### src/framer_ctl_consts.svh
// Register offsets, field positions, reset values and pin indices.
`ifndef FRAMER_CTL_CONSTS_SVH
`define FRAMER_CTL_CONSTS_SVH

`define ADDR_W          3
`define DATA_W          8
`define CFG_REGS        5

`define REG_MODE        3'h0
`define REG_LINE        3'h1
`define REG_SYSIF       3'h2
`define REG_LOOP        3'h3
`define REG_FORCE       3'h4
`define REG_STATUS      3'h5

`define MODE_T3         0
`define MODE_CBIT       1
`define MODE_ALARM      2
`define MODE_MASK       8'h07

`define LINE_NRZ        0
`define LINE_UNFRAMED   1
`define LINE_RX_HIGH    2
`define LINE_MASK       8'h07
`define LINE_RESET      8'h06

`define SYS_TX_GAP      0
`define SYS_RX_GAP      1
`define SYS_SOF_DIR     2
`define SYS_CCLK        3
`define SYS_MASK        8'h0F

`define LOOP_LINE       0
`define LOOP_DIAG       1
`define LOOP_PAYLOAD    2
`define LOOP_MASK       8'h07

`define FORCE_POS_HIGH  0
`define FORCE_POS_INV   1
`define FORCE_NEG_HIGH  2
`define FORCE_NEG_INV   3
`define FORCE_MASK      8'h0F

`define PIN_W           8
`define P_TXCLK         0
`define P_TX_SYSTEM_DATA          1
`define P_OHD           2
`define P_OHEN          3
`define P_TX_FRAME_START          4
`define P_RXCLK         5
`define P_RX_LINE_POSITIVE          6
`define P_RX_LINE_NEGATIVE          7

`endif

### src/framer_ctl_pkg.sv
// Types shared by the channel control block.
package framer_ctl_pkg;
   typedef enum logic [1:0] {
      FRAME_E3,
      FRAME_M23,
      FRAME_CBIT
   } framing_t;
endpackage

### src/framer_channel_ctl.sv
// Channel mode, line format, loopback and overhead control for one framer.
// Overview of operation
// - Reset clears all control bits except unframed-ones and rx force-high.
// - After reset the channel runs E3, dual-rail, line coding enabled.
// - Unframed-ones bit drives all-ones onto the transmit line rails.
// - Receive force-high bit holds system receive data at one.
// - Line and receive output clocks are delayed noninverted clock copies.
// - Frame-start pin is an input at reset; status outputs are active high.
// - T3 and C-bit bits choose E3, DS3 M23 or DS3 C-bit parity.
// - Binary-format bit selects single-rail NRZ and disables line coding.
// - Enable pins are data enables unless their gapped-clock bit is set; constant-clock overrides the transmit enable pin.
// - Frame-start direction bit turns the transmit frame-start pin to output.
// - Line plus payload loopback drives transmit rails and clock from receive.
// - Line loopback returns receive rails, ignores alarms, honours force bits.
// - Diagnostic loopback feeds encoder output into the receive path.
// - Payload loopback clocks transmit from receive clock and receive data.
// - Payload loopback aligns transmit enable and frame start to receive.
// - Overhead enable replaces the outgoing bit with overhead data.
// - Constant-clock bit makes the transmit enable pin a running clock.
//
// Added by the designer: the placing of the registers and the strobed register port.
`timescale 1ns/1ps
`include "framer_ctl_consts.svh"
module framer_channel_ctl (
   input  wire logic                       sys_clk,
   input  wire logic                       srst,
   input  wire logic [`ADDR_W-1:0]         reg_addr,
   input  wire logic [`DATA_W-1:0]         reg_wdata,
   input  wire logic                       reg_write,
   input  wire logic                       reg_read,
   output logic      [`DATA_W-1:0]         reg_rdata,
   input  wire logic                       tx_input_clock,
   input  wire logic                       tx_system_data,
   input  wire logic                       tx_overhead_data,
   input  wire logic                       tx_overhead_enable,
   input  wire logic                       tx_frame_start_in,
   output logic                            tx_frame_start_out,
   output logic                            tx_frame_start_oe,
   output logic                            tx_data_enable,
   output logic                            tx_line_positive,
   output logic                            tx_line_negative,
   output logic                            tx_line_clock_out,
   input  wire logic                       rx_line_clock,
   input  wire logic                       rx_line_positive,
   input  wire logic                       rx_line_negative,
   output logic                            rx_output_clock,
   output logic                            rx_system_data,
   output logic                            rx_data_enable,
   output logic                            rx_frame_start,
   output logic                            rx_loss_of_signal,
   output logic                            rx_out_of_frame,
   input  wire logic                       tx_core_data,
   input  wire logic                       tx_core_enable,
   input  wire logic                       tx_core_frame_start,
   input  wire logic                       rx_core_enable,
   input  wire logic                       rx_core_frame_start,
   input  wire logic                       rx_core_loss,
   input  wire logic                       rx_core_oof,
   output framer_ctl_pkg::framing_t        framing_mode,
   output logic                            line_code_enable,
   output logic                            core_tx_tick,
   output logic                            core_tx_bit,
   output logic                            core_tx_frame_start,
   output logic                            core_rx_tick,
   output logic                            core_rx_bit,
   output logic                            core_rx_violation
);
   import framer_ctl_pkg::*;

   typedef struct packed {
      logic [`CFG_REGS-1:0][`DATA_W-1:0] cfg;
      logic                              tx_clk_prev;
      logic                              rx_clk_prev;
      logic                              ami_tx_pos;
      logic                              ami_rx_pos;
      logic                              enc_pos;
      logic                              enc_neg;
      logic                              rx_bit;
      logic [`DATA_W-1:0]                rdata;
      logic                              tx_pos;
      logic                              tx_neg;
      logic                              tx_clk_out;
      logic                              rx_clk_out;
      logic                              rx_sys;
      logic                              tx_en;
      logic                              rx_en;
      logic                              sof_out;
      logic                              sof_oe;
      logic                              rx_sof;
      logic                              rx_los;
      logic                              rx_oof;
      framing_t                          mode;
      logic                              code_en;
      logic                              c_tx_tick;
      logic                              c_tx_bit;
      logic                              c_tx_sof;
      logic                              c_rx_tick;
      logic                              c_rx_bit;
      logic                              c_rx_viol;
   } state_t;

   state_t            st;
   state_t            next_st;
   logic [`PIN_W-1:0] syn;

   // Write mask of a configuration register; unmapped offsets store nothing.
   function automatic logic [`DATA_W-1:0] cfg_mask(
      input logic [`ADDR_W-1:0] a
   );
      unique case (a)
         `REG_MODE:  cfg_mask = `MODE_MASK;
         `REG_LINE:  cfg_mask = `LINE_MASK;
         `REG_SYSIF: cfg_mask = `SYS_MASK;
         `REG_LOOP:  cfg_mask = `LOOP_MASK;
         `REG_FORCE: cfg_mask = `FORCE_MASK;
         default:    cfg_mask = 8'h00;
      endcase
   endfunction

   function automatic framing_t framing_of(input logic [`DATA_W-1:0] m);
      if (!m[`MODE_T3]) begin
         framing_of = FRAME_E3;
      end else if (!m[`MODE_CBIT]) begin
         framing_of = FRAME_M23;
      end else begin
         framing_of = FRAME_CBIT;
      end
   endfunction

   framer_pin_sync #(
      .W (`PIN_W)
   ) u_sync (
      .sys_clk (sys_clk),
      .srst    (srst),
      .d       ({rx_line_negative, rx_line_positive, rx_line_clock,
                 tx_frame_start_in, tx_overhead_enable, tx_overhead_data,
                 tx_system_data, tx_input_clock}),
      .q       (syn)
   );

   logic line_loopback;
   logic diag_loopback;
   logic payload_loopback;
   logic nrz;
   logic tx_clk_sel;
   logic tx_tick;
   logic rx_tick;
   logic tx_bit;
   logic tx_en_sel;

   assign line_loopback = st.cfg[`REG_LOOP][`LOOP_LINE];
   assign diag_loopback = st.cfg[`REG_LOOP][`LOOP_DIAG];
   assign payload_loopback = st.cfg[`REG_LOOP][`LOOP_PAYLOAD];
   assign nrz = st.cfg[`REG_LINE][`LINE_NRZ];
   // The transmit side follows the receive clock in payload loopback.
   assign tx_clk_sel = payload_loopback ? syn[`P_RXCLK] : syn[`P_TXCLK];
   assign tx_tick    = tx_clk_sel & ~st.tx_clk_prev;
   assign rx_tick    = syn[`P_RXCLK] & ~st.rx_clk_prev;
   // Overhead overrides core data; alarm forcing overrides both.
   assign tx_bit = (syn[`P_OHEN] ? syn[`P_OHD] : tx_core_data)
                 | st.cfg[`REG_LINE][`LINE_UNFRAMED]
                 | st.cfg[`REG_MODE][`MODE_ALARM];
   assign tx_en_sel = payload_loopback ? rx_core_enable : tx_core_enable;

   always_comb begin
      logic rp;
      logic rn;
      logic rt;
      logic p_raw;
      logic n_raw;
      rp    = 1'b0;
      rn    = 1'b0;
      rt    = 1'b0;
      p_raw = 1'b0;
      n_raw = 1'b0;
      next_st = st;
      if (srst) begin
         next_st                 = '0;
         next_st.cfg[`REG_LINE]  = `LINE_RESET;
         next_st.rx_sys          = 1'b1;
         next_st.mode            = FRAME_E3;
         next_st.code_en         = 1'b1;
      end else begin
         if (reg_write && reg_addr < `REG_STATUS) begin
            next_st.cfg[reg_addr] = reg_wdata & cfg_mask(reg_addr);
         end
         next_st.rdata = 8'h00;
         if (reg_read) begin
            if (reg_addr < `REG_STATUS) begin
               next_st.rdata = st.cfg[reg_addr];
            end else if (reg_addr == `REG_STATUS) begin
               next_st.rdata = {3'h0, st.rx_oof, st.rx_los, st.code_en,
                                st.mode};
            end
         end
         next_st.tx_clk_prev = tx_clk_sel;
         next_st.rx_clk_prev = syn[`P_RXCLK];
         next_st.c_tx_tick   = tx_tick;
         next_st.c_rx_tick   = 1'b0;
         if (tx_tick) begin
            next_st.c_tx_bit = payload_loopback ? st.rx_bit : syn[`P_TX_SYSTEM_DATA];
            if (nrz) begin
               next_st.enc_pos = tx_bit;
               next_st.enc_neg = 1'b0;
            end else if (tx_bit) begin
               // Alternate mark inversion keeps the line free of DC.
               next_st.enc_pos    = ~st.ami_tx_pos;
               next_st.enc_neg    = st.ami_tx_pos;
               next_st.ami_tx_pos = ~st.ami_tx_pos;
            end else begin
               next_st.enc_pos = 1'b0;
               next_st.enc_neg = 1'b0;
            end
         end
         rt = diag_loopback ? tx_tick : rx_tick;
         rp = diag_loopback ? next_st.enc_pos : syn[`P_RX_LINE_POSITIVE];
         rn = diag_loopback ? next_st.enc_neg : syn[`P_RX_LINE_NEGATIVE];
         if (rt) begin
            next_st.c_rx_tick = 1'b1;
            if (nrz) begin
               next_st.rx_bit    = rp;
               next_st.c_rx_viol = rn;
            end else begin
               next_st.rx_bit    = rp | rn;
               next_st.c_rx_viol = rp ? st.ami_rx_pos
                                  : (rn & ~st.ami_rx_pos);
               if (rp | rn) begin
                  next_st.ami_rx_pos = rp;
               end
            end
         end
         next_st.c_rx_bit = st.rx_bit;
         next_st.rx_sys = st.cfg[`REG_LINE][`LINE_RX_HIGH] | st.rx_bit;
         // Line loopback bypasses the encoder, so alarm forcing is lost.
         p_raw = line_loopback ? syn[`P_RX_LINE_POSITIVE] : st.enc_pos;
         n_raw = line_loopback ? syn[`P_RX_LINE_NEGATIVE] : st.enc_neg;
         next_st.tx_pos = st.cfg[`REG_FORCE][`FORCE_POS_HIGH]
                        | (p_raw ^ st.cfg[`REG_FORCE][`FORCE_POS_INV]);
         next_st.tx_neg = st.cfg[`REG_FORCE][`FORCE_NEG_HIGH]
                        | (n_raw ^ st.cfg[`REG_FORCE][`FORCE_NEG_INV]);
         next_st.tx_clk_out = (line_loopback | payload_loopback) ? syn[`P_RXCLK]
                                          : syn[`P_TXCLK];
         next_st.rx_clk_out = syn[`P_RXCLK];
         if (st.cfg[`REG_SYSIF][`SYS_CCLK]) begin
            next_st.tx_en = tx_clk_sel;
         end else if (st.cfg[`REG_SYSIF][`SYS_TX_GAP]) begin
            next_st.tx_en = tx_clk_sel & tx_en_sel;
         end else begin
            next_st.tx_en = tx_en_sel;
         end
         next_st.rx_en = st.cfg[`REG_SYSIF][`SYS_RX_GAP]
                       ? (syn[`P_RXCLK] & rx_core_enable)
                       : rx_core_enable;
         next_st.sof_oe  = st.cfg[`REG_SYSIF][`SYS_SOF_DIR];
         next_st.sof_out = payload_loopback ? rx_core_frame_start
                               : tx_core_frame_start;
         next_st.c_tx_sof = st.sof_oe ? st.sof_out : syn[`P_TX_FRAME_START];
         next_st.rx_sof  = rx_core_frame_start;
         next_st.rx_los  = rx_core_loss;
         next_st.rx_oof  = rx_core_oof;
         next_st.mode    = framing_of(st.cfg[`REG_MODE]);
         next_st.code_en = ~nrz;
      end
   end

   always_ff @(posedge sys_clk) begin
      st <= next_st;
   end

   assign reg_rdata           = st.rdata;
   assign tx_line_positive    = st.tx_pos;
   assign tx_line_negative    = st.tx_neg;
   assign tx_line_clock_out   = st.tx_clk_out;
   assign rx_output_clock     = st.rx_clk_out;
   assign rx_system_data      = st.rx_sys;
   assign tx_data_enable      = st.tx_en;
   assign rx_data_enable      = st.rx_en;
   assign tx_frame_start_out  = st.sof_out;
   assign tx_frame_start_oe   = st.sof_oe;
   assign rx_frame_start      = st.rx_sof;
   assign rx_loss_of_signal   = st.rx_los;
   assign rx_out_of_frame     = st.rx_oof;
   assign framing_mode        = st.mode;
   assign line_code_enable    = st.code_en;
   assign core_tx_tick        = st.c_tx_tick;
   assign core_tx_bit         = st.c_tx_bit;
   assign core_tx_frame_start = st.c_tx_sof;
   assign core_rx_tick        = st.c_rx_tick;
   assign core_rx_bit         = st.c_rx_bit;
   assign core_rx_violation   = st.c_rx_viol;

   logic quiet_tx;
   assign quiet_tx = nrz & ~line_loopback & (st.cfg[`REG_FORCE] == 8'h00) & ~reg_write;
endmodule

### src/framer_pin_sync.sv
// Two-stage synchroniser for a group of asynchronous pin inputs.
`timescale 1ns/1ps
module framer_pin_sync #(
   parameter int W = 8
) (
   input  wire logic         sys_clk,
   input  wire logic         srst,
   input  wire logic [W-1:0] d,
   output logic      [W-1:0] q
);
   typedef struct packed {
      logic [W-1:0] meta;
      logic [W-1:0] stable;
   } sync_t;

   sync_t st;
   sync_t next_st;

   always_comb begin
      next_st = st;
      if (srst) begin
         next_st = '0;
      end else begin
         next_st.meta   = d;
         next_st.stable = st.meta;
      end
   end

   always_ff @(posedge sys_clk) begin
      st <= next_st;
   end

   assign q = st.stable;
endmodule
### config.mk
export PLATFORM = sky130hd
export DESIGN_NAME = framer_channel_ctl
export DESIGN_NICKNAME = d
export VERILOG_FILES = /design/src/framer_ctl_pkg.sv /design/src/framer_channel_ctl.sv /design/src/framer_pin_sync.sv
export VERILOG_INCLUDE_DIRS = /design/src /design/src/src
export SDC_FILE = /design/constraint.sdc
export NUM_CORES = 1
export LEC_CHECK = 0
export BUFFER_PORTS_ARGS = -buffer_cell sky130_fd_sc_hd__buf_2
export CORE_MARGIN = 4
export CORE_UTILIZATION = 45
export CTS_CLUSTER_SIZE = 12
export DETAILED_ROUTE_END_ITERATION = 8
export PLACE_DENSITY = 0.72
export SLEW_MARGIN = 30
export SYNTH_ARGS = -nofsm -noshare
export SYNTH_HDL_FRONTEND = slang
export SYNTH_SLANG_ARGS = --single-unit
### constraint.sdc
create_clock -name sys_clk -period 5.35 [get_ports sys_clk]
set_clock_uncertainty 0.05 [all_clocks]
set_input_delay 0.2675 -clock sys_clk [delete_from_list [all_inputs] [get_ports sys_clk]]
set_output_delay 0.2675 -clock sys_clk [all_outputs]
set_load 0.005 [all_outputs]
# ---- Yosys cells after proc, flatten, opt, wreduce, memory -nomap -nowiden
# Index checks and enable logic that the tools add are counted.
dict set report totals {
  latch_bits 0
  n_memories 0
  wordCells 107
  ff_bits 91
  romBits 0
  ramBits 0
  out_inout_bits 29
}
dict set report op_classes {
  add_sub_neg 0
  n_shift 0
  n_eq_ne 5
  multipliers 0
  div 0
  order_cmp 3
  n_bitwise 22
  reduce_logical 9
  mux 34
}
# operator count
set op_table {}
lappend op_table {{bitwise mux 40 bit} 1}
lappend op_table {{two-way mux 8 bit} 5}
lappend op_table {{binary-select mux 8 bit (select 3 bit)} 1}
lappend op_table {{demux 8 bit (select 3 bit)} 1}
lappend op_table {{two-way mux 1 bit} 19}
lappend op_table {{two-way mux 2 bit} 5}
lappend op_table {{bitwise AND 8 bit} 1}
lappend op_table {{one-hot mux 4 bit (2 select lines)} 1}
lappend op_table {{inverter 1 bit} 7}
lappend op_table {{bitwise OR 1 bit} 7}
lappend op_table {{equality test 3 x 2 -> 1 bit (second input constant)} 2}
lappend op_table {{equality test 3 bit (second input constant)} 2}
lappend op_table {{AND reduction 3 bit} 2}
lappend op_table {{OR reduction 2 bit} 3}
lappend op_table {{bitwise AND 1 bit} 5}
lappend op_table {{two-way mux 5 bit} 1}
lappend op_table {{< comparator 3 x 4 -> 1 bit (second input constant)} 1}
lappend op_table {{equality test 3 x 1 -> 1 bit (second input constant)} 1}
lappend op_table {{>= comparator 3 x 1 -> 1 bit (second input constant)} 1}
lappend op_table {{logical NOT 3 bit} 1}
lappend op_table {{< comparator 3 bit (second input constant)} 1}
lappend op_table {{OR reduction 3 bit} 1}
lappend op_table {{logical AND 1 bit} 2}
lappend op_table {{XOR 1 bit} 2}

# ---- Logic depth before layout (Yosys ltp)
# Gate-level depths: netlist of run 1.
dict set report logic_depth {
  word_depth 11
  depth_mapped 7
  mapped_depth_nobuf 5
}

# ---- Modules after synthesis
# From an unflattened synthesis of run 1, not the netlist that was laid out.
dict set report hier_totals {
  cells_unflattened 283
  hier_area_um2 2736.4
}
# module n_inst cells_each area_per_inst_um2
set modules_own_cells {}
lappend modules_own_cells {framer_channel_ctl 1 242 2212.1}
lappend modules_own_cells {framer_pin_sync 1 41 524.3}

# ---- Worst setup path after synthesis of run 1
# OpenSTA, ideal clock, no wires.
dict set report synth_timing {
  kind {register to register}
  start {register st, in the netlist payload_loopback}
  end {register st[32] (netlist name)}
  stages_incl_launch_ff 8
  slack_ns 3.539
  required_time_ns 5.208
  synth_period_minus_slack_ns 1.811
  setup_time_ns 0.092
  arrival_ns 1.669
  path_buffers 2
  cell_sequence {dfxtp_1 buf_6 mux2i_2 or2_0 buf_2 o31a_1 a211o_1 o32ai_1}
}
dict set report synth_via {
  elab_chain_cells 7
  word_cells_on_any_way 9
  cone_classes {mux (6); bitwise (2); reduce/logical (1)}
}
# item line_no
set synth_rtl {}
lappend synth_rtl {{from (decl)} framer_channel_ctl.sv:102} ;# state_t st;
lappend synth_rtl {{from (signal assigned)} framer_channel_ctl.sv:267} ;# st <= next_st;
lappend synth_rtl {{two-way mux 1 bit (*)} framer_channel_ctl.sv:156} ;# assign tx_clk_sel = payload_loopback ? syn[`P_RXCLK] : syn[`P_TXCLK];
lappend synth_rtl {{bitwise AND 1 bit (*)} framer_channel_ctl.sv:157} ;# assign tx_tick = tx_clk_sel & ~st.tx_clk_prev;
lappend synth_rtl {{two-way mux 2 bit} framer_channel_ctl.sv:200} ;# if (tx_tick) begin
lappend synth_rtl {{two-way mux 2 bit} framer_channel_ctl.sv:177} ;# if (srst) begin
lappend synth_rtl {{two-way mux 1 bit (on tied branches)} {framer_channel_ctl.sv:216, framer_channel_ctl.sv:217}}
lappend synth_rtl {{bitwise OR 1 bit} framer_channel_ctl.sv:227} ;# if (rp | rn) begin
lappend synth_rtl {{AND reduction 3 bit (no line)} -}
# Mark *: on every way between the ends. The rest lies on a longest branch, timed or not. The select of a mux whose other input is x is not followed.
# A chain may end at the register's enable or synchronous reset.

# ---- Worst setup path in the final report of run 1
# Same ends and word-level chain as after synthesis.

==> results.sh, run 1 <==
export IMPL_fin_crit_sh_pct=42.5
export IMPL_worst_endpoint_arrival_ns=2.42
export IMPL_r2r_end="st[32]"
export IMPL_r2r_start="payload_loopback"
export IMPL_gp_congestion=0.785
export IMPL_final_hold_violation_count=0
export IMPL_critPathKind="reg -> reg"
export IMPL_slew_headroom_pct=42.1
export IMPL_power_w=0.000953
export IMPL_min_path_type="in -> reg"
export IMPL_syn_inst=262
export IMPL_critical_path_top_delay_family="compound AO/OA/AOI/OAI gates"
export IMPL_synth_common_cells="dfxtp_1, nor2_1, nor2b_1, mux2i_1, buf_4"
export IMPL_synth_edf_count=0
export IMPL_root_buffer="clkbuf_8"
export IMPL_yosysTopAreaCell="dfxtp_1"
export IMPL_syn_area_um2=2670
export IMPL_globalRouteOverflowTotal=0
export IMPL_grt_max_degree=66
export IMPL_cp_max_fo=8
export IMPL_fmaxAchievable_mhz=440
export IMPL_clock_latency_ns=0.33
export IMPL_power_per_cell_area_nw_per_um2=314
export IMPL_rrSetupSlack_ns=3.08
export IMPL_rsz0062_at_grt="no"
export IMPL_worst_slew_pin_slew_ns=0.867
export IMPL_htreeDepth=3
export IMPL_coreArea_um2=5640
export IMPL_yosysTopAreaCellShare_pct=50.9
export IMPL_postRouteAntennaNets=0
export IMPL_num_vias=1891
export IMPL_nets=332
export IMPL_cap_violations=0
export IMPL_drtPass1Iterations=4
export IMPL_slowest_stage="dfxtp_1"
export IMPL_r2r_cells=5
export IMPL_synthFlopType="dfxtp_1"
export IMPL_die_x_um=85.1
export IMPL_drtIter0Drc=175
export IMPL_crit_cells=5
export IMPL_period_needed_ns=2.27
export IMPL_initial_core_util_pct=47.4
export IMPL_numPortBuffers=51
export IMPL_synth_seq_area_share_pct=50.9
export IMPL_die_h_um=85.1
export IMPL_path_clk_slew_ns=0.07
export IMPL_yosys_top_cells_area="dfxtp_1, mux2i_1, nor2_1"
export IMPL_cts_tree="yes"
export IMPL_p_leak_nw=1.27
export IMPL_cts_resized=0
export IMPL_slew_violations=0
export IMPL_die_area_um2=7240
export IMPL_layout_drive_gt1_share_pct=22.8
export IMPL_yosysMostFrequentCell="dfxtp_1"
export IMPL_yosysWarnings=0
export IMPL_cp_startpoint="payload_loopback"
export IMPL_syn2layout_area_growth_pct=13.6
export IMPL_cts_setup_buffers=0
export IMPL_routedWlPerCell_um=13.5
export IMPL_rows=27
export IMPL_n_fill_cell=520
export IMPL_crit_buf_inv=0
export IMPL_cts_made_buffers=9
export IMPL_crit_end="st[32]"
export IMPL_ctsHoldBuffers=0
export IMPL_grt_pass1_wl_um=8600
export IMPL_synth_async_reset_ratio_pct=0
export IMPL_drt_wl_total_um=5130
export IMPL_status="finished clean"
export IMPL_diodes=0
export IMPL_end_kind="register"
export IMPL_max_clock_path_buffers=2
export IMPL_setup_tns_ns=0
export IMPL_grt_usage_pct=15.2
export IMPL_route_detailed_drc=0
export IMPL_critPathMaxStageDelay_ns=0.57
export IMPL_cts_sinks=68
export IMPL_syn_area_per_cell_um2=10.2
export IMPL_critPathLaunchType="register"
export IMPL_dp_hpwl_um=3530
export IMPL_vias_per_cell=4.99
export IMPL_ir_drop_mv=0.145
export IMPL_yosys_register_bits=68
export IMPL_grt_pass1_vias=1788
export IMPL_synth_cell_types=41
export IMPL_io_pins=59
export IMPL_worstPathCellList="mux2i_2 > or2_0 > a2bb2oi_1 > a2111oi_0 > o32ai_1"
export IMPL_setup_viol=0
export IMPL_antenna_found_initial=0
export IMPL_crit_required_ns=5.49
[worst reg2reg max path, delay by kind of cell, from the launching register on]
| family | cells | cell delay (ns) |
|---|---|---|
| DFF | 1 | 0.57 |
| muxes | 1 | 0.41 |
| AOI/OAI and AO/OA | 3 | 0.79 |
| and+or+nand+nor | 1 | 0.33 |
[worst min-delay path by stage]
stage,from,endpoint,slack (ns),depth (start not counted)
final,rx_core_loss,rx_loss_of_signal,0.09,2
after floorplan,rx_core_frame_start,rx_frame_start,0.35,1
after CTS,rx_line_positive,u_sync.st[14],0.07,2
after global routing,rx_line_positive,u_sync.st[14],0.08,2
after global placement,u_sync.st[9],u_sync.q[1],0.37,1
after detailed placement,u_sync.st[15],u_sync.q[7],0.37,1
[state kept, by name, summed over array words and instances (netlist names), 2 cells and up]
name / count
reg_rdata: 5
u_sync.st: 8
u_sync.q: 8
framing_mode: 2
st: 22
[per-stage QoR]
stage          setup slack, ns  hold slack [ns]  area [um^2]  utilization, %  std cells
2_1_floorplan             3.54            0.346         2680               -        264
6_report                  3.08           0.0894         3040            53.8        379
3_5_place_dp              3.08            0.370         2870            50.9        363
3_3_place_gp              3.15            0.367         2870            50.9        363
5_1_grt                   2.78           0.0758         3040            53.8        379
4_1_cts                   3.07           0.0749         3040            53.8        379
[layout by cell type, fill, tap and decap left out, types with 2 or more instances in the layout]
cell,Yosys,final
conb_1,1,3
o21ai_0,5,5
nor3_1,3,3
nand2b_1,5,5
clkbuf_1,9,4
a221oi_1,3,3
nor3b_1,6,6
and3b_1,3,3
nor2_1,47,47
xnor2_1,3,3
nand3_1,3,3
nor2b_1,27,27
a211oi_1,2,2
clkinv_2,0,2
a211o_1,4,4
nand2_1,3,3
buf_2,1,51
nand4b_1,2,2
mux2i_1,24,24
a21oi_1,6,6
inv_1,2,2
mux4_2,3,3
and2_1,2,2
clkbuf_8,0,10
dfxtp_1,68,68
[layout make-up]
type / count / area [um^2] / share of cell area (%)
Inverter: 2 / 7.51 / 0.247
Tap cell: 72 / 90.1 / 2.97
Clock buffer: 14 / 153 / 5.03
Clock inverter: 2 / 10.0 / 0.330
Timing Repair Buffer: 52 / 263 / 8.65
Multi-Input combinational cell: 169 / 1150 / 37.9
Sequential cell: 68 / 1360 / 44.8
[cell families after synthesis]
logic type	Yosys count	synth area share (%)
buf+inv	27	6.23
other cells	1	0.140
flops	68	50.9
simple gates	105	20.5
mux	30	13.4
compound gates	28	7.77
xor+xnor	3	0.983
[power breakdown]
part	internal, W	switching, W
sequential	0.000523	0.00000889
clock	0.000180	0.000171
combinational	0.0000332	0.0000370
total	0.000736	0.000217
[layer usage]
layer / GRT usage, % / wire length [um] / up-vias / share of wire, %
met5: 0 / 0 / - / 0
met4: 7.77 / 116 / 0 / 2.3
met3: 4.76 / 335 / 12 / 6.5
met2: 22.7 / 2280 / 48 / 44
met1: 19.7 / 2400 / 870 / 47
li1: - / - / 961 / -
No activity file was read; power rests on OpenSTA's default activity.
==> run 2: changes to the inputs <==
==> constraint.sdc (replaced) <==
create_clock -name sys_clk -period 2.3 [get_ports sys_clk]
set_clock_uncertainty 0.05 [all_clocks]
set_input_delay 0.115 -clock sys_clk [delete_from_list [all_inputs] [get_ports sys_clk]]
set_output_delay 0.115 -clock sys_clk [all_outputs]
set_load 0.005 [all_outputs]
==> run 2 against run 1 <==
Global-route usage increased by 0.51 points; first-iteration DRC count decreased by 45%; die area unchanged; count of clock-buffer cells in the layout decreased by 4; worst setup slack got worse by 2.7 ns; total power increased by 140%; sequential share of layout area decreased by 2.7 points; final cell count increased by 5.0%; via count increased by 3.5%; largest cell class unchanged; largest power group unchanged.
==> results.sh, run 2 (synthesized netlist as in run 1, its figures left out) <==
export IMPL_htreeDepth=3
export IMPL_grt_usage_pct=15.7
export IMPL_cp_max_fo=5
export IMPL_syn2layout_area_growth_pct=20.9
export IMPL_r2r_end="core_rx_violation"
export IMPL_slew_violations=0
export IMPL_crit_end="core_rx_violation"
export IMPL_drt_wl_total_um=5360
export IMPL_grt_pass1_vias=1857
export IMPL_drtIter0Drc=96
export IMPL_fmaxAchievable_mhz=512
export IMPL_routedWlPerCell_um=13.5
export IMPL_power_per_cell_area_nw_per_um2=708
export IMPL_final_hold_violation_count=0
export IMPL_min_path_type="in -> reg"
export IMPL_worstPathCellList="nor2b_1 > a2111oi_2 > o311ai_0 > a221o_1 > a221oi_1"
export IMPL_critPathMaxStageDelay_ns=0.63
export IMPL_max_clock_path_buffers=2
export IMPL_crit_required_ns=2.49
export IMPL_crit_cells=5
export IMPL_die_x_um=85.1
export IMPL_root_buffer="clkbuf_8"
export IMPL_antenna_found_initial=0
export IMPL_end_kind="register"
export IMPL_grt_max_degree=51
export IMPL_worst_slew_pin_slew_ns=0.849
export IMPL_dp_hpwl_um=3630
export IMPL_slowest_stage="a2111oi_2"
export IMPL_critical_path_top_delay_family="compound AO/OA/AOI/OAI gates"
export IMPL_period_needed_ns=1.95
export IMPL_rows=27
export IMPL_globalRouteOverflowTotal=0
export IMPL_p_leak_nw=1.36
export IMPL_grt_pass1_wl_um=8860
export IMPL_cts_tree="yes"
export IMPL_cts_made_buffers=9
export IMPL_initial_core_util_pct=47.4
export IMPL_final_core_util_pct=57.3
export IMPL_die_area_um2=7240
export IMPL_largest_reg_flops=22
export IMPL_diodes=0
export IMPL_drtPass1Iterations=4
export IMPL_status="finished clean"
export IMPL_critPathKind="reg -> reg"
export IMPL_cts_sinks=68
export IMPL_min_from="reg_wdata[2]"
export IMPL_gp_congestion=0.832
export IMPL_slew_headroom_pct=43.4
export IMPL_clock_latency_ns=0.34
export IMPL_cap_violations=0
export IMPL_final_cell_mix="dfxtp_1, buf_2, nor2_1"
export IMPL_n_fill_cell=489
export IMPL_vias_per_cell=4.92
export IMPL_crit_buf_inv=0
export IMPL_ir_drop_mv=0.453
export IMPL_cp_startpoint="u_sync.q[3]"
export IMPL_die_h_um=85.1
export IMPL_worst_endpoint_arrival_ns=2.14
export IMPL_r2r_cells=5
export IMPL_top_register="st"
export IMPL_fin_crit_sh_pct=84.8
export IMPL_critPathLaunchType="register"
export IMPL_layout_drive_gt1_share_pct=23.9
export IMPL_numPortBuffers=51
export IMPL_setup_viol=0
export IMPL_rsz0062_at_grt="no"
export IMPL_coreArea_um2=5640
export IMPL_nets=351
export IMPL_postRouteAntennaNets=0
export IMPL_hold_slack_ns=0.0287
export IMPL_rrSetupSlack_ns=0.35
export IMPL_num_vias=1957
export IMPL_final_common_cell="dfxtp_1"
export IMPL_path_clk_slew_ns=0.07
export IMPL_r2r_start="u_sync.q[3]"
export IMPL_io_pins=59
export IMPL_route_detailed_drc=0
export IMPL_setup_tns_ns=0
run 2: where the power goes:
| part | switching, W | internal, W |
|---|---|---|
| clock network | 0.000452 | 0.000418 |
| logic | 0.0000901 | 0.0000955 |
| registers | 0.0000194 | 0.00121 |
run 2: metal layers:
metal | GRT usage (%) | routed length (um)
met5 | 0 | 0
met4 | 7.05 | 85
met3 | 5.92 | 348
met2 | 24.0 | 2370
met1 | 19.8 | 2560
run 2: area by class of cell:
cell class / count / area, um^2 / share of cell area, %
well taps: 72 / 90.1 / 2.79
inverters: 2 / 7.51 / 0.232
clock buffers: 10 / 138 / 4.26
repair buffers: 71 / 443 / 13.7
multi-input cells: 169 / 1150 / 35.7
flip-flops and latches: 68 / 1360 / 42.1
clock inverters: 6 / 40.0 / 1.24
run 2: worst min path at each step:
stage | cells after the start | endpoint | slack (ns)
after floorplan | 1 | rx_frame_start | 0.19
after global placement | 2 | rx_loss_of_signal | 0.27
after detailed placement | 2 | rx_out_of_frame | 0.28
after CTS | 3 | st[54] | 0.01
after global routing | 3 | st[53] | 0.02
final | 3 | st[54] | 0.03
run 2: worst min-delay path, delay by kind of cell:
kind / cells / cell delay [ns]
AO/OA/AOI/OAI: 1 / 0.05
buffers and inverters: 1 / 0.13
AND/OR/NAND/NOR: 1 / 0.07
run 2: per-stage QoR:
| stage | cells | total power, W | cell area [um^2] | worst slack, ns |
|---|---|---|---|---|
| 2_1_floorplan | 264 | 0.00137 | 2680 | 0.489 |
| 3_3_place_gp | 367 | 0.00142 | 2900 | 0.416 |
| 3_5_place_dp | 367 | 0.00143 | 2900 | 0.337 |
| 4_1_cts | 398 | 0.00231 | 3230 | 0.293 |
| 5_1_grt | 398 | 0.00239 | 3230 | 0.134 |
| 6_report | 398 | 0.00229 | 3230 | 0.349 |
run 2: what timing repair did:
item / in CTS / in global routing
hold endpoints to repair: 16 / 0
buffers inserted: 0 / 0
resized for setup: 0 / 1
hold buffers: 15 / 0
endpoints found under the setup margin: 0 / 1
==> run 3: changes to the inputs <==
--- a/config.mk
+++ b/config.mk
@@ -11,7 +11,7 @@
 export CORE_UTILIZATION = 45
 export CTS_CLUSTER_SIZE = 12
 export DETAILED_ROUTE_END_ITERATION = 8
-export PLACE_DENSITY = 0.72
+export PLACE_DENSITY = 0.75
 export SLEW_MARGIN = 30
 export SYNTH_ARGS = -nofsm -noshare
 export SYNTH_HDL_FRONTEND = slang
==> constraint.sdc (replaced) <==
create_clock -name sys_clk -period 1.7 [get_ports sys_clk]
set_clock_uncertainty 0.05 [all_clocks]
set_input_delay 0.085 -clock sys_clk [delete_from_list [all_inputs] [get_ports sys_clk]]
set_output_delay 0.085 -clock sys_clk [all_outputs]
set_load 0.005 [all_outputs]
==> run 3 against run 2 <==
The run now ends with negative setup slack left; register-to-register slack worse by 0.37 ns; fmax is 13% higher; cell area grew 6.3%; clock power increased by 55%.
==> results.sh, run 3 (synthesized netlist as in run 1, its figures left out) <==
export IMPL_rows=27
export IMPL_layout_drive_gt1_share_pct=27.7
export IMPL_hold_depth=3
export IMPL_dp_hpwl_um=3790
export IMPL_stdcell_area_um2=3440
export IMPL_worstPathCellList="mux2i_2 > or3b_4 > a2bb2oi_4 > a221o_1 > a221oi_2"
export IMPL_die_x_um=85.1
export IMPL_dp_cells=375
export IMPL_routedWlPerCell_um=13.9
export IMPL_holdPathEnd="reg_rdata[2]"
export IMPL_slew_violations=0
export IMPL_globalRouteOverflowTotal=0
export IMPL_die_area_um2=7240
export IMPL_crit_required_ns=1.91
export IMPL_numPortBuffers=51
export IMPL_critPathLaunchType="register"
export IMPL_grt_max_degree=45
export IMPL_p_leak_nw=1.44
export IMPL_r2r_start="payload_loopback"
export IMPL_cp_max_fo=4
export IMPL_initial_core_util_pct=47.4
export IMPL_r2r_cells=5
export IMPL_drtIter0Drc=194
export IMPL_cts_tree="yes"
export IMPL_nets=362
export IMPL_syn2layout_area_growth_pct=28.6
export IMPL_grt_pass1_wl_um=9430
export IMPL_vias_per_cell=5.02
export IMPL_critPathKind="reg -> reg"
export IMPL_top_register="st"
export IMPL_htreeDepth=3
export IMPL_diodes=0
export IMPL_die_h_um=85.1
export IMPL_worst_slew_pin_slew_ns=0.805
export IMPL_num_vias=2049
export IMPL_r2r_end="core_rx_violation"
export IMPL_ir_drop_mv=0.523
export IMPL_cts_made_buffers=9
export IMPL_root_buffer="clkbuf_8"
export IMPL_grt_usage_pct=16.8
export IMPL_min_path_type="in -> reg"
export IMPL_worst_slack_ns=-0.0231
export IMPL_drt_wl_total_um=5690
export IMPL_gp_congestion=0.919
export IMPL_cts_sinks=68
export IMPL_cap_violations=0
export IMPL_violations="negative setup slack"
export IMPL_max_clock_path_buffers=2
export IMPL_worst_endpoint_arrival_ns=1.93
export IMPL_io_pins=59
export IMPL_path_clk_slew_ns=0.07
export IMPL_route_detailed_drc=0
export IMPL_rrSetupSlack_ns=-0.02
export IMPL_rsz0062_at_grt="yes"
export IMPL_power_per_cell_area_nw_per_um2=962
export IMPL_postRouteAntennaNets=0
export IMPL_grt_pass1_vias=1893
export IMPL_place_ws_ns=-0.147
export IMPL_fin_crit_sh_pct=101
export IMPL_coreArea_um2=5640
export IMPL_slew_headroom_pct=46.4
export IMPL_period_needed_ns=1.72
export IMPL_slowest_stage="or3b_4"
export IMPL_min_from="reg_read"
export IMPL_status="finished, violations left"
export IMPL_final_cell_mix="dfxtp_1, buf_2, nor2_1"
export IMPL_drtPass1Iterations=4
export IMPL_setup_viol=2
export IMPL_final_hold_violation_count=0
export IMPL_end_kind="register"
export IMPL_fmaxAchievable_mhz=580
export IMPL_final_common_cell="dfxtp_1"
export IMPL_final_cells=408
export IMPL_largest_reg_flops=22
export IMPL_clock_latency_ns=0.34
export IMPL_antenna_found_initial=0
export IMPL_dpl_cell_area_um2=2980
export IMPL_critPathMaxStageDelay_ns=0.40
-- run 3: where the power goes --
| part | switching, W | internal (W) | total (W) |
|---|---|---|---|
| clock | 0.000555 | 0.000791 | 0.00135 |
| combinational | 0.000133 | 0.000152 | 0.000286 |
| sequential | 0.0000285 | 0.00164 | 0.00167 |
| total | 0.000717 | 0.00259 | 0.00331 |
-- run 3: critical path, delay by kind of cell (launching register included) --
family / cells / cell delay (ns)
and+or+nand+nor: 1 / 0.40
muxes: 1 / 0.16
AOI/OAI and AO/OA: 3 / 0.70
DFF: 1 / 0.33
-- run 3: area by class of cell --
cell class | instances | area (um^2)
fill | 488 | 2210
inverter | 2 | 7.51
sequential | 68 | 1360
tap | 72 | 90.1
clock inverter | 1 | 30.0
multi-input combinational | 169 | 1230
clock buffer | 14 | 173
timing repair buffer | 82 | 546
-- run 3: timing repair --
item / CTS / global route
pin swaps: 3 / 1
hold buffers: 18 / 0
gates resized for setup: 8 / 7
endpoints found under the setup margin: 3 / 3
hold endpoints to repair: 19 / 0
buffers inserted: 0 / 0
-- run 3: how the worst max path moves through the flow --
stage                                start                end  slack [ns]
after global placement    payload_loopback  core_rx_violation       -0.07
after detailed placement  payload_loopback  core_rx_violation       -0.15
final                     payload_loopback  core_rx_violation       -0.02
after global routing      payload_loopback  core_rx_violation       -0.09
after floorplan           payload_loopback  core_rx_violation       -0.07
after CTS                 payload_loopback  core_rx_violation       -0.03
-- run 3: stage by stage --
stage               hold WS [ns]  setup TNS, ns  utilization [%]  power (W)
floorplan                  0.163         -0.141                -    0.00186
global route              0.0317         -0.235             60.9    0.00344
global placement           0.244         -0.113             52.8    0.00194
detailed placement         0.247         -0.344             52.8    0.00195
finish                    0.0169        -0.0401             60.9    0.00331
CTS                      0.00242        -0.0529             60.1    0.00334
-- run 3: routing by layer --
layer / GRT usage [%] / share of wire (%) / up-vias
met5: 0 / 0 / -
met4: 6.47 / 1.7 / 0
li1: - / - / 1019
met2: 26.7 / 48 / 65
met3: 6.41 / 7.5 / 8
met1: 20.5 / 43 / 957
